$ cat src/hw/pfm_pkg.sv
// package for the phase fault monitor: types and timing constants
`default_nettype none
package pfm_pkg;
  localparam int CLK_HZ = 25_000_000;
  localparam int SEL_RATE_HZ = 131_000;
  // half period of the select toggle, rounded down
  localparam int SEL_HALF_CYC = CLK_HZ / (2 * SEL_RATE_HZ);
  localparam int DROP_TIME_MS = 150;
  localparam int DROP_CYC = (CLK_HZ / 1000) * DROP_TIME_MS;
  localparam int BLINK_RATE_HZ = 1;
  localparam int BLINK_HALF_CYC = CLK_HZ / (2 * BLINK_RATE_HZ);
  localparam int SUPPLY_FILT_CYC = 16;
  localparam int PWR_W = 24;
  localparam int NPH = 3;
  localparam logic [1:0] PH_A = 2'h0;
  localparam logic [1:0] PH_B = 2'h1;
  localparam logic [1:0] PH_C = 2'h2;
  typedef struct packed {
    logic [NPH-1:0] zero_cross;
    logic [NPH-1:0] amp_ok;
    logic [NPH-1:0] power_neg;
  } pfm_phase_in_type;
  typedef struct packed {
    logic indicator_select;
    logic phase_a_indicator;
    logic phase_b_indicator;
    logic phase_c_indicator;
  } pfm_led_type;
endpackage : pfm_pkg
`default_nettype wire

$ cat src/hw/pfm_monitor.sv
// phase fault monitor: dropout, sequence, reverse power, led mux
`default_nettype none
module pfm_monitor
  import pfm_pkg::*;
#(
  parameter int DROP_LIMIT = DROP_CYC,
  parameter int BLINK_HALF = BLINK_HALF_CYC,
  parameter int SEL_HALF = SEL_HALF_CYC,
  parameter int FILT = SUPPLY_FILT_CYC
)(
  input wire logic core_clk,
  input wire logic rst,
  input wire logic supply_above,
  input wire logic supply_below,
  input wire logic ref_above,
  input wire pfm_phase_in_type phase_in,
  input wire logic signed [PWR_W-1:0] power_a,
  input wire logic signed [PWR_W-1:0] power_b,
  input wire logic signed [PWR_W-1:0] power_c,
  output pfm_led_type led,
  output logic signed [PWR_W+1:0] total_power,
  output logic datapath_rst
);
  ////////////////////////////////////////////////////////////////////////
  // supply monitor: pins synchronised, filtered, hysteresis
  logic [2:0] s1_r, s2_r;
  logic good_r, good_nxt;
  logic [$clog2(FILT+1)-1:0] filt_r, filt_nxt;

  always_comb
  begin
    good_nxt = good_r;
    filt_nxt = filt_r;
    // set on upper comparator together with reference, drop on lower one or loss of reference
    if (!good_r && s2_r[0] && s2_r[2])
    begin
      filt_nxt = filt_r + 1'b1;
      if (filt_r == ($clog2(FILT+1))'(FILT - 1))
      begin
        good_nxt = 1'b1;
        filt_nxt = '0;
      end
    end
    else if (good_r && (s2_r[1] || !s2_r[2]))
    begin
      filt_nxt = filt_r + 1'b1;
      if (filt_r == ($clog2(FILT+1))'(FILT - 1))
      begin
        good_nxt = 1'b0;
        filt_nxt = '0;
      end
    end
    else
      filt_nxt = '0;
  end

  always_ff @(posedge core_clk)
  begin
    if (rst)
    begin
      s1_r <= '0;
      s2_r <= '0;
      good_r <= 1'b0;
      filt_r <= '0;
    end
    else
    begin
      s1_r <= {ref_above, supply_below, supply_above};
      s2_r <= s1_r;
      good_r <= good_nxt;
      filt_r <= filt_nxt;
    end
  end

  logic dp_rst;
  assign dp_rst = rst | ~good_r;
  assign datapath_rst = dp_rst;

  ////////////////////////////////////////////////////////////////////////
  // per-phase dropout detection; inputs are same-clock, no sync
  logic [NPH-1:0] drop;
  genvar g;
  generate
    for (g = 0; g < NPH; g++)
    begin : gen_ph
      pfm_timer #(.LIMIT(DROP_LIMIT)) u_timer (
        .core_clk(core_clk),
        .rst(dp_rst),
        .zc(phase_in.zero_cross[g]),
        .amp_ok(phase_in.amp_ok[g]),
        .dropout(drop[g])
      );
    end
  endgenerate

  ////////////////////////////////////////////////////////////////////////
  // sequence tracking
  typedef enum logic [1:0] {
    PFM_EXP_A = 2'h0,
    PFM_EXP_B = 2'h1,
    PFM_EXP_C = 2'h2
  } pfm_exp_type;
  pfm_exp_type exp_r, exp_nxt;
  logic bad_r, bad_nxt;
  logic seq_err_r, seq_err_nxt;
  logic [$clog2(DROP_LIMIT+2)-1:0] sdel_r, sdel_nxt;
  logic any_drop;
  logic [1:0] zc_idx;
  logic zc_any;
  assign any_drop = |drop;
  assign zc_any = |phase_in.zero_cross;

  always_comb
  begin
    zc_idx = PH_A;
    if (phase_in.zero_cross[2])
      zc_idx = PH_C;
    else if (phase_in.zero_cross[1])
      zc_idx = PH_B;
  end

  always_comb
  begin
    exp_nxt = exp_r;
    bad_nxt = bad_r;
    seq_err_nxt = seq_err_r;
    sdel_nxt = sdel_r;
    if (zc_any)
    begin
      // next expected follows the crossing seen: resync after a slip
      bad_nxt = (zc_idx != exp_r);
      unique case (zc_idx)
        PH_A: exp_nxt = PFM_EXP_B;
        PH_B: exp_nxt = PFM_EXP_C;
        default: exp_nxt = PFM_EXP_A;
      endcase
    end
    if (any_drop)
    begin
      bad_nxt = 1'b0;
      seq_err_nxt = 1'b0;
      sdel_nxt = '0;
    end
    else if (bad_r)
    begin
      // error must persist ~150 ms before blinking
      if (sdel_r >= ($clog2(DROP_LIMIT+2))'(DROP_LIMIT))
        seq_err_nxt = 1'b1;
      else
        sdel_nxt = sdel_r + 1'b1;
    end
    else
    begin
      sdel_nxt = '0;
      seq_err_nxt = 1'b0;
    end
  end

  always_ff @(posedge core_clk)
  begin
    if (dp_rst)
    begin
      exp_r <= PFM_EXP_A;
      bad_r <= 1'b0;
      seq_err_r <= 1'b0;
      sdel_r <= '0;
    end
    else
    begin
      exp_r <= exp_nxt;
      bad_r <= bad_nxt;
      seq_err_r <= seq_err_nxt;
      sdel_r <= sdel_nxt;
    end
  end

  ////////////////////////////////////////////////////////////////////////
  // dividers: select toggle and 1 Hz blink
  logic [$clog2(SEL_HALF+1)-1:0] sdiv_r, sdiv_nxt;
  logic sel_r, sel_nxt;
  logic [$clog2(BLINK_HALF+1)-1:0] bdiv_r, bdiv_nxt;
  logic blink_r, blink_nxt;

  always_comb
  begin
    sdiv_nxt = sdiv_r + 1'b1;
    sel_nxt = sel_r;
    bdiv_nxt = bdiv_r + 1'b1;
    blink_nxt = blink_r;
    if (sdiv_r == ($clog2(SEL_HALF+1))'(SEL_HALF - 1))
    begin
      sdiv_nxt = '0;
      sel_nxt = ~sel_r;
    end
    if (bdiv_r == ($clog2(BLINK_HALF+1))'(BLINK_HALF - 1))
    begin
      bdiv_nxt = '0;
      blink_nxt = ~blink_r;
    end
  end

  always_ff @(posedge core_clk)
  begin
    if (dp_rst)
    begin
      sdiv_r <= '0;
      sel_r <= 1'b0;
      bdiv_r <= '0;
      blink_r <= 1'b0;
    end
    else
    begin
      sdiv_r <= sdiv_nxt;
      sel_r <= sel_nxt;
      bdiv_r <= bdiv_nxt;
      blink_r <= blink_nxt;
    end
  end

  ////////////////////////////////////////////////////////////////////////
  // led multiplexing: low = lit on select high, high = lit on select low
  logic [NPH-1:0] pin_nxt, pin_r;
  logic [NPH-1:0] top_on;
  always_comb
  begin
    // dropout wins; sequence only when no dropout
    top_on = any_drop ? drop : {NPH{seq_err_r & blink_r}};
    // next select value decides which led the pin serves
    pin_nxt = sel_nxt ? ~top_on : phase_in.power_neg;
    if (dp_rst)
      pin_nxt = '0;
  end

  logic sel_out_r;
  always_ff @(posedge core_clk)
  begin
    if (dp_rst)
    begin
      pin_r <= '0;
      sel_out_r <= 1'b0;
    end
    else
    begin
      pin_r <= pin_nxt;
      sel_out_r <= sel_nxt;
    end
  end

  assign led.indicator_select = sel_out_r;
  assign led.phase_a_indicator = pin_r[0];
  assign led.phase_b_indicator = pin_r[1];
  assign led.phase_c_indicator = pin_r[2];

  ////////////////////////////////////////////////////////////////////////
  // total active power; runs regardless of dropout
  logic signed [PWR_W+1:0] tot_r, tot_nxt;
  always_comb
  begin
    tot_nxt = (PWR_W+2)'(power_a) + (PWR_W+2)'(power_b)
      + (PWR_W+2)'(power_c);
  end
  always_ff @(posedge core_clk)
  begin
    if (dp_rst)
      tot_r <= '0;
    else
      tot_r <= tot_nxt;
  end
  assign total_power = tot_r;

  ////////////////////////////////////////////////////////////////////////
  chk_drop_lit: assert property (@(posedge core_clk)
    disable iff (dp_rst)
    sel_out_r && $past(drop[0]) && !$past(dp_rst) |-> !pin_r[0])
    else $error("dropped phase a led not lit");
  chk_rev_lit: assert property (@(posedge core_clk)
    disable iff (dp_rst)
    !sel_out_r && !$past(dp_rst) |-> pin_r[1] == $past(phase_in.power_neg[1]))
    else $error("reverse phase_b_indicator wrong");
  chk_seq_gate: assert property (@(posedge core_clk)
    disable iff (dp_rst) any_drop |=> !seq_err_r)
    else $error("sequence error shown during dropout");
  chk_prio: assert property (@(posedge core_clk)
    disable iff (dp_rst) sel_out_r && $past(drop == 3'h1) && !$past(dp_rst)
    |-> pin_r[2:1] == 2'h3)
    else $error("sequence blink beat dropout");
  chk_sel_toggle: assert property (@(posedge core_clk)
    disable iff (dp_rst) $changed(sel_out_r) |=> !$changed(sel_out_r))
    else $error("select toggled too fast");
  chk_off_rst: assert property (@(posedge core_clk)
    dp_rst |=> pin_r == '0 && !sel_out_r)
    else $error("outputs active in reset");
  chk_sum: assert property (@(posedge core_clk)
    disable iff (dp_rst) !$past(dp_rst)
    |-> tot_r == $past(power_a) + $past(power_b) + $past(power_c))
    else $error("total power wrong");
  chk_seq_delay: assert property (@(posedge core_clk)
    disable iff (dp_rst)
    $rose(seq_err_r) |-> $past(bad_r) && $past(sdel_r) >= DROP_LIMIT)
    else $error("blink without pending error");
  cov_drop: cover property (@(posedge core_clk) $rose(drop[0]));
  cov_seq: cover property (@(posedge core_clk) $rose(seq_err_r));
  cov_rev: cover property (@(posedge core_clk) pin_r[1] && !sel_out_r);
  cov_good: cover property (@(posedge core_clk) $rose(good_r));
endmodule : pfm_monitor
`default_nettype wire

$ cat src/hw/pfm_timer.sv
// per-phase zero-crossing timeout and return qualifier
`default_nettype none
module pfm_timer
  import pfm_pkg::*;
#(
  parameter int LIMIT = DROP_CYC
)(
  input wire logic core_clk,
  input wire logic rst,
  input wire logic zc,
  input wire logic amp_ok,
  output logic dropout
);
  localparam int CW = $clog2(LIMIT + 2);
  logic [CW-1:0] gap_r, gap_nxt;
  logic [CW-1:0] good_r, good_nxt;
  // low amplitude: timer of its own so indication also lands at ~150 ms
  logic [CW-1:0] low_r, low_nxt;
  logic drop_r, drop_nxt;

  always_comb
  begin
    gap_nxt = gap_r;
    good_nxt = good_r;
    low_nxt = low_r;
    drop_nxt = drop_r;
    if (zc)
      gap_nxt = '0;
    else if (gap_r <= CW'(LIMIT))
      gap_nxt = gap_r + 1'b1;
    // qualified time with crossings and amplitude present
    if (!amp_ok || gap_r > CW'(LIMIT))
      good_nxt = '0;
    else if (good_r <= CW'(LIMIT))
      good_nxt = good_r + 1'b1;
    if (amp_ok)
      low_nxt = '0;
    else if (low_r <= CW'(LIMIT))
      low_nxt = low_r + 1'b1;
    if (drop_r && good_r > CW'(LIMIT))
      drop_nxt = 1'b0;
    // a fresh timeout wins over a clear in the same cycle
    if (gap_r > CW'(LIMIT) || low_r == CW'(LIMIT))
      drop_nxt = 1'b1;
  end

  always_ff @(posedge core_clk)
  begin
    if (rst)
    begin
      gap_r <= '0;
      good_r <= '0;
      drop_r <= 1'b0;
      low_r <= '0;
    end
    else
    begin
      gap_r <= gap_nxt;
      good_r <= good_nxt;
      low_r <= low_nxt;
      drop_r <= drop_nxt;
    end
  end

  assign dropout = drop_r;

  chk_drop_clear: assert property (@(posedge core_clk)
    disable iff (rst) $fell(drop_r) |-> $past(good_r) > CW'(LIMIT))
    else $error("dropout cleared without qualified return");
  chk_drop_timeout: assert property (@(posedge core_clk)
    disable iff (rst) gap_r > CW'(LIMIT) |=> drop_r)
    else $error("missing crossing did not raise dropout");
endmodule : pfm_timer
`default_nettype wire

$ cat config.mk
export PLATFORM = sky130hd
export DESIGN_NAME = pfm_monitor
export DESIGN_NICKNAME = d
export VERILOG_FILES = /design/src/hw/pfm_pkg.sv /design/src/hw/pfm_monitor.sv /design/src/hw/pfm_timer.sv
export SDC_FILE = /design/constraint.sdc
export NUM_CORES = 1
export LEC_CHECK = 0
export ABC_AREA = 1
export ABC_CLOCK_PERIOD_IN_PS = 5500
export BUFFER_PORTS_ARGS = -buffer_cell sky130_fd_sc_hd__buf_2
export CORE_ASPECT_RATIO = 0.9
export CORE_UTILIZATION = 55
export CTS_CLUSTER_DIAMETER = 40
export CTS_CLUSTER_SIZE = 28
export DETAILED_ROUTE_END_ITERATION = 10
export PLACE_DENSITY = 0.73
export SLEW_MARGIN = 40
export SYNTH_ARGS = -nofsm -noshare
export SYNTH_HDL_FRONTEND = slang
export SYNTH_SLANG_ARGS = --single-unit
export TNS_END_PERCENT = 1
$ cat constraint.sdc
create_clock -name core_clk -period 5.5 [get_ports core_clk]
set_clock_uncertainty 0.15 [all_clocks]
set_input_delay 0 -clock core_clk [delete_from_list [all_inputs] [get_ports core_clk]]
set_output_delay 0 -clock core_clk [all_outputs]
set_load 0.005 [all_outputs]
Word level (Yosys, flattened, before mapping):

Index checks and enable logic that the tools add are counted.
Widths: inputs -> output; s select.

* output and inout bits: 31
* bits in registers: 301

* muxes and demuxes: 19
* add/sub/neg operators: 15
* $lt $le $gt $ge: 16
* bitwise operators: 7
* eq/ne operators: 8
* reductions and logical operators: 39

Operator list (number)
* $add 22x1->22 const B: 10
* $le 22x22->1 const B: 9
* $gt 22x22->1 const B: 6
* $eq 22x22->1 const B: 3
* $add 25x24->26: 1
* $add 24x24->25: 1
* $add 24x1->24 const B: 1
* $eq 24x24->1 const B: 1
* $ge 22x22->1 const B: 1
* $reduce_or 2->1: 11
* $mux 5: 3
* $mux 1: 12
* $reduce_bool 2->1: 4
* $add 7x1->7 const B: 1
* $eq 7x7->1 const B: 1
* $logic_or 1x1->1: 7
* $logic_and 1x1->1: 6
* $mux 3: 2
* $reduce_or 3->1: 2
* $add 5x1->5 const B: 1
* $eq 5x4->1 const B: 1
* $logic_not 1->1: 5
* $reduce_or 5->1: 1
* $not 1->1: 4
* other kinds (10): 10

Logic depth before layout (Yosys ltp):

* depth after elaboration: 5
* gate-level depth with buffers: 16

Cells and area by module:

A second synthesis with hierarchy kept.

* cell total of the unflattened synthesis: 3117
* area total of the unflattened synthesis: 20084.3 µm²

By module, submodules not included
* pfm_timer: times used 3, area each 4461.8 µm², cells each 701
* pfm_monitor: times used 1, area each 6698.9 µm², cells each 1014

Least setup slack after synthesis:

No wires, ideal clock.

* path kind: input port to flip-flop
* start: input power_a[1]
* end: register tot_r[25], in the netlist total_power[25]
* arrival time: 1.848 ns
* cell stages on the path: 14
* path buffers: 0
* setup slack: 3.392 ns
* cell sequence: fa_1 -> ha_1 -> inv_1 -> fa_1 -> inv_1 -> nand3_1 -> nand2_1 -> nand2_1 -> nand2_1 -> nand3_1 -> nand3_1 -> nand2_1 -> inv_1 -> nor2_1

* cells in the longest elaborated chain, start to end: 2

Ends and longest elaborated chain
* from (decl): RTL line pfm_monitor.sv:17 `input wire logic signed [PWR_W-1:0] power_a,`
* $add 24x24->25: RTL line pfm_monitor.sv:259 `tot_nxt = (PWR_W+2)'(power_a) + (PWR_W+2)'(power_b)`
* $add 25x24->26: RTL line pfm_monitor.sv:260 `+ (PWR_W+2)'(power_c);`
* to (signal assigned): RTL line pfm_monitor.sv:267 `tot_r <= tot_nxt;`
* to (decl): RTL line pfm_monitor.sv:256 `logic signed [PWR_W+1:0] tot_r, tot_nxt;`

No other way between the ends.
A chain may end at the register's enable or synchronous reset.

Worst setup path in the final report:

* start: register gen_ph[2].u_timer.gap_r[0]
* end: register gen_ph[2].u_timer.good_r[0]

* cells in the longest elaborated chain, start to end: 3

Ends and longest elaborated chain
* from (decl): RTL line pfm_timer.sv:15 `logic [CW-1:0] gap_r, gap_nxt;`
* from (signal assigned): RTL line pfm_timer.sv:58 `gap_r <= gap_nxt;`
* $gt 22x22->1: RTL line pfm_timer.sv:32 `if (!amp_ok || gap_r > CW'(LIMIT))`
* $logic_or 1x1->1: RTL line pfm_timer.sv:32
* $reduce_or 2->1 (no line)
* to (signal assigned): RTL line pfm_timer.sv:59 `good_r <= good_nxt;`
* to (decl): RTL line pfm_timer.sv:16 `logic [CW-1:0] good_r, good_nxt;`

No other way between the ends.

==> summary.md <==
| Metric | Value |
|---|---|
| PwrDens | `between 200 and 300 nW/um^2` |
| Initial antenna violation count | `0` |
| Final WS setup | `around 2000 ps` |
| Mapped Area | `~20000 um^2` |
| Reg area | `about 6000 um^2` |
| Yosys warns | `0` |
| Drt drc | `0` |
| Clk_lat worst skew | `590 ps` |
| Dpl hpwl | `35750 um` |
| Syn_nets | `approximately 3200` |
| Area growth, synth to finish | `15.87%` |
| Timing-limited maximum frequency | `0.2863 GHz` |
| Static leakage | `8.267 nW` |
| CTS Buf Count | `47` |
| Initial Utilization | `around 56%` |
| Commonest non-fill, non-tap cell in the layout | `nand2_1` |
| Cell variety after synth | `47` |
| Crit. End Element | `flip-flop` |
| # diodes | `0` |
| Critical Path Max Stage Delay | `910 ps` |
| Outcome | `finished, final reports clean` |
| Critical path's top delay family | `simple AND/OR/NAND/NOR gates` |
| RSZ-0062 raised after global routing | `false` |
| Overflow after GRT | `0` |
| Setup violations, final | `0` |
| Critical-path top delay cell | `nand2_1` |
| Filler instances | `between 3000 and 4000` |
| Vias per Instance | `between 5 and 6` |
| Register area share after synthesis | `30.27%` |
| Core area | `35380 um^2` |
| First-pass GRT wire length | `87900 um` |
| CP Class | `flip-flop to flip-flop` |
| PortBufs | `around 120` |
| Multi-input gate area | `~12000 um^2` |
| R2R setup slack | `~2000 ps` |
| Clock Tree Buf Depth | `3` |
| Final hold vios | `0` |
| Dpl ws | `about 2000 ps` |
| Clock Sinks | `approximately 300` |
| Clock Tree Root | `clkbuf_16` |
| Critical Path AT | `around 3800 ps` |
| Synth Instances | `3000` |
| Max-cap violations | `0` |
| Die width | `202.5 um` |
| CP Launch Type | `flip-flop` |
| Drt first pass iters | `5` |
| # IOs | `between 100 and 150` |
| Final Slew Violations | `0` |
| Routed vias | `~20000` |
| Number of gates resized after CTS | `0` |
| Worst Hold Class | `input pin to flip-flop` |
| Most frequent cells in the layout | `nand2_1 (747), nor2_1 (414), dfxtp_1 (301)` |
| Min Hold Slack | `around 33 ps` |
| Critical path required time | `about 6000 ps` |
| DRT Wirelength | `approximately 52000 um` |
| Post-DRT Antenna Nets | `0` |
| Crit path buffers/inverters | `1` |
| DIE AREA | `between 30000 and 40000 um^2` |
| Drt wl/cell | `roughly 14 um` |
| Setup TNS | `0 ps` |
| H-tree depth | `2` |
| Post-layout min period | `~3500 ps` |
| DR iter-0 viols | `roughly 1600` |
| Worst-Margin Slew | `~830 ps` |
| Slew HR | `44.80%` |
| Tcrit/Tclk final | `between 60% and 70%` |
| FP Rows | `65` |
| Syn_area_per_cell | `around 6.6 um^2` |
| Nets | `about 3300` |
| Critical-path cell list | `inv_1 > ha_1 > nor3b_1 > nand3_1 > nand2_1 > nand3_2 > a21oi_1` |
| Largest net degree at the start of global routing | `33` |
| Routability congestion estimate | `0.9473` |
| Share of layout cells above drive strength 1 | `about a tenth` |
| Die Y | `182.5 um` |
| Vias in the first global route | `around 19000` |
| GRT Overall Usage | `~28%` |
| Peak supply drop | `roughly 250 uV` |
| Yosys reg bits | `301` |
| Crit-path max FO | `23` |
| Clock-pin slew on the worst setup and hold paths | `approximately 60 ps` |
| CTS tree | `yes` |
[where the power goes]
group | switching [W] | leakage, nW | internal [W]
combinational | 0.000306 | 5.04 | 0.000225
clock | 0.00128 | 0.804 | 0.00186
sequential | 0.000000746 | 2.42 | 0.00218
[worst reg2reg max path, cell delays in order, from the launching register on]
cell and delay [ps]:
dfxtp_1 360, inv_1 120, ha_1 160, nor3b_1 240, nand3_1 640, nand2_1 920, nand3_2 550, a21oi_1 280
[flip-flops by register name (all words and copies together) (netlist names)]
register / count
s2_r: 3
good_r: 1
gen_ph.u_timer.dropout: 3
pin_r: 3
seq_err_r: 1
gen_ph.u_timer.good_r: 66
gen_ph.u_timer.low_r: 66
bdiv_r: 24
gen_ph.u_timer.gap_r: 66
filt_r: 5
total_power: 26
sel_out_r: 1
blink_r: 1
bad_r: 1
exp_r: 2
sdel_r: 22
s1_r: 3
sdiv_r: 7
[synth_stat cells, drive strengths merged]
master | number | area [um^2]
o21a | 2 | 15.01
a211oi | 1 | 7.510
nand3 | 310 | 1652
nor3b | 8 | 60.06
o21ai | 48 | 240.2
a21boi | 2 | 15.01
a31oi | 14 | 87.58
buf | 66 | 467.9
nor2 | 427 | 1655
dfxtp | 301 | 6026
fa | 25 | 500.5
nor3 | 92 | 533.0
clkinv | 4 | 15.01
a21o | 1 | 7.510
xor2 | 128 | 1121
clkbuf | 21 | 78.83
nand2 | 780 | 3055
or2 | 5 | 31.28
inv | 302 | 1134
ha | 48 | 600.6
a21oi | 264 | 1505
nand4 | 76 | 481.7
nor4 | 4 | 31.28
o31ai | 1 | 7.510
xnor2 | 35 | 306.5
o21bai | 5 | 37.54
and2 | 4 | 25.02
nand3b | 26 | 207.7
[repair_timing]
item                                   in CTS  in global routing
hold buffers                               82                  0
endpoints found under the hold margin     138                  0
setup buffers                               0                  0
[metrics by stage]
| stage | utilization [%] | total power [W] | instance area, um^2 | instances |
|---|---|---|---|---|
| floorplan | - | 0.002510 | 19910 | 3000 |
| global placement | 58.10 | 0.002634 | 20560 | 3502 |
| detailed placement | 58.10 | 0.002642 | 20560 | 3502 |
| CTS | 65.16 | 0.005871 | 23050 | 3671 |
| global route | 65.20 | 0.006061 | 23060 | 3672 |
| finish | 65.20 | 0.005853 | 23060 | 3672 |
[area by class of cell]
type,instances,area share (%)
inverters,306,4.980
clock buffers,52,5.409
multi-input cells,2306,52.83
flip-flops and latches,301,26.13
repair buffers,203,6.255
well taps,469,2.544
clock inverters,35,1.861
[kinds of logic after synthesis]
logic type	after synthesis	synth area share, %
xor gates and xnor gates	163	7.172
buffers and inverters	393	8.517
DFF	301	30.27
adders and majority gates	73	5.531
AOI/OAI and AO/OA	338	9.661
and+or+nand+nor	1732	38.85
[routing by layer]
| metal | global-route usage, % | wire, um | share of wire (%) | vias to the layer above |
|---|---|---|---|---|
| li1 | - | - | - | 10060 |
| met3 | 4.750 | 3040 | 5.8 | 105 |
| met5 | 0 | 0 | 0 | - |
| met1 | 37.08 | 23730 | 46 | 9305 |
| met2 | 46.23 | 24020 | 46 | 576 |
| met4 | 8.752 | 1234 | 2.4 | 0 |
[worst paths after layout]
check / start / end / cells after the start
setup / recovery: gen_ph[2].u_timer.gap_r[0] / gen_ph[2].u_timer.good_r[0] / 7
setup reg to reg: gen_ph[2].u_timer.gap_r[0] / gen_ph[2].u_timer.good_r[0] / 7
hold / removal: power_b[17] / total_power[17] / 5
hold reg to reg: s1_r[0] / s2_r[0] / 2
Note: power is estimated with default switching activity, not from simulation.
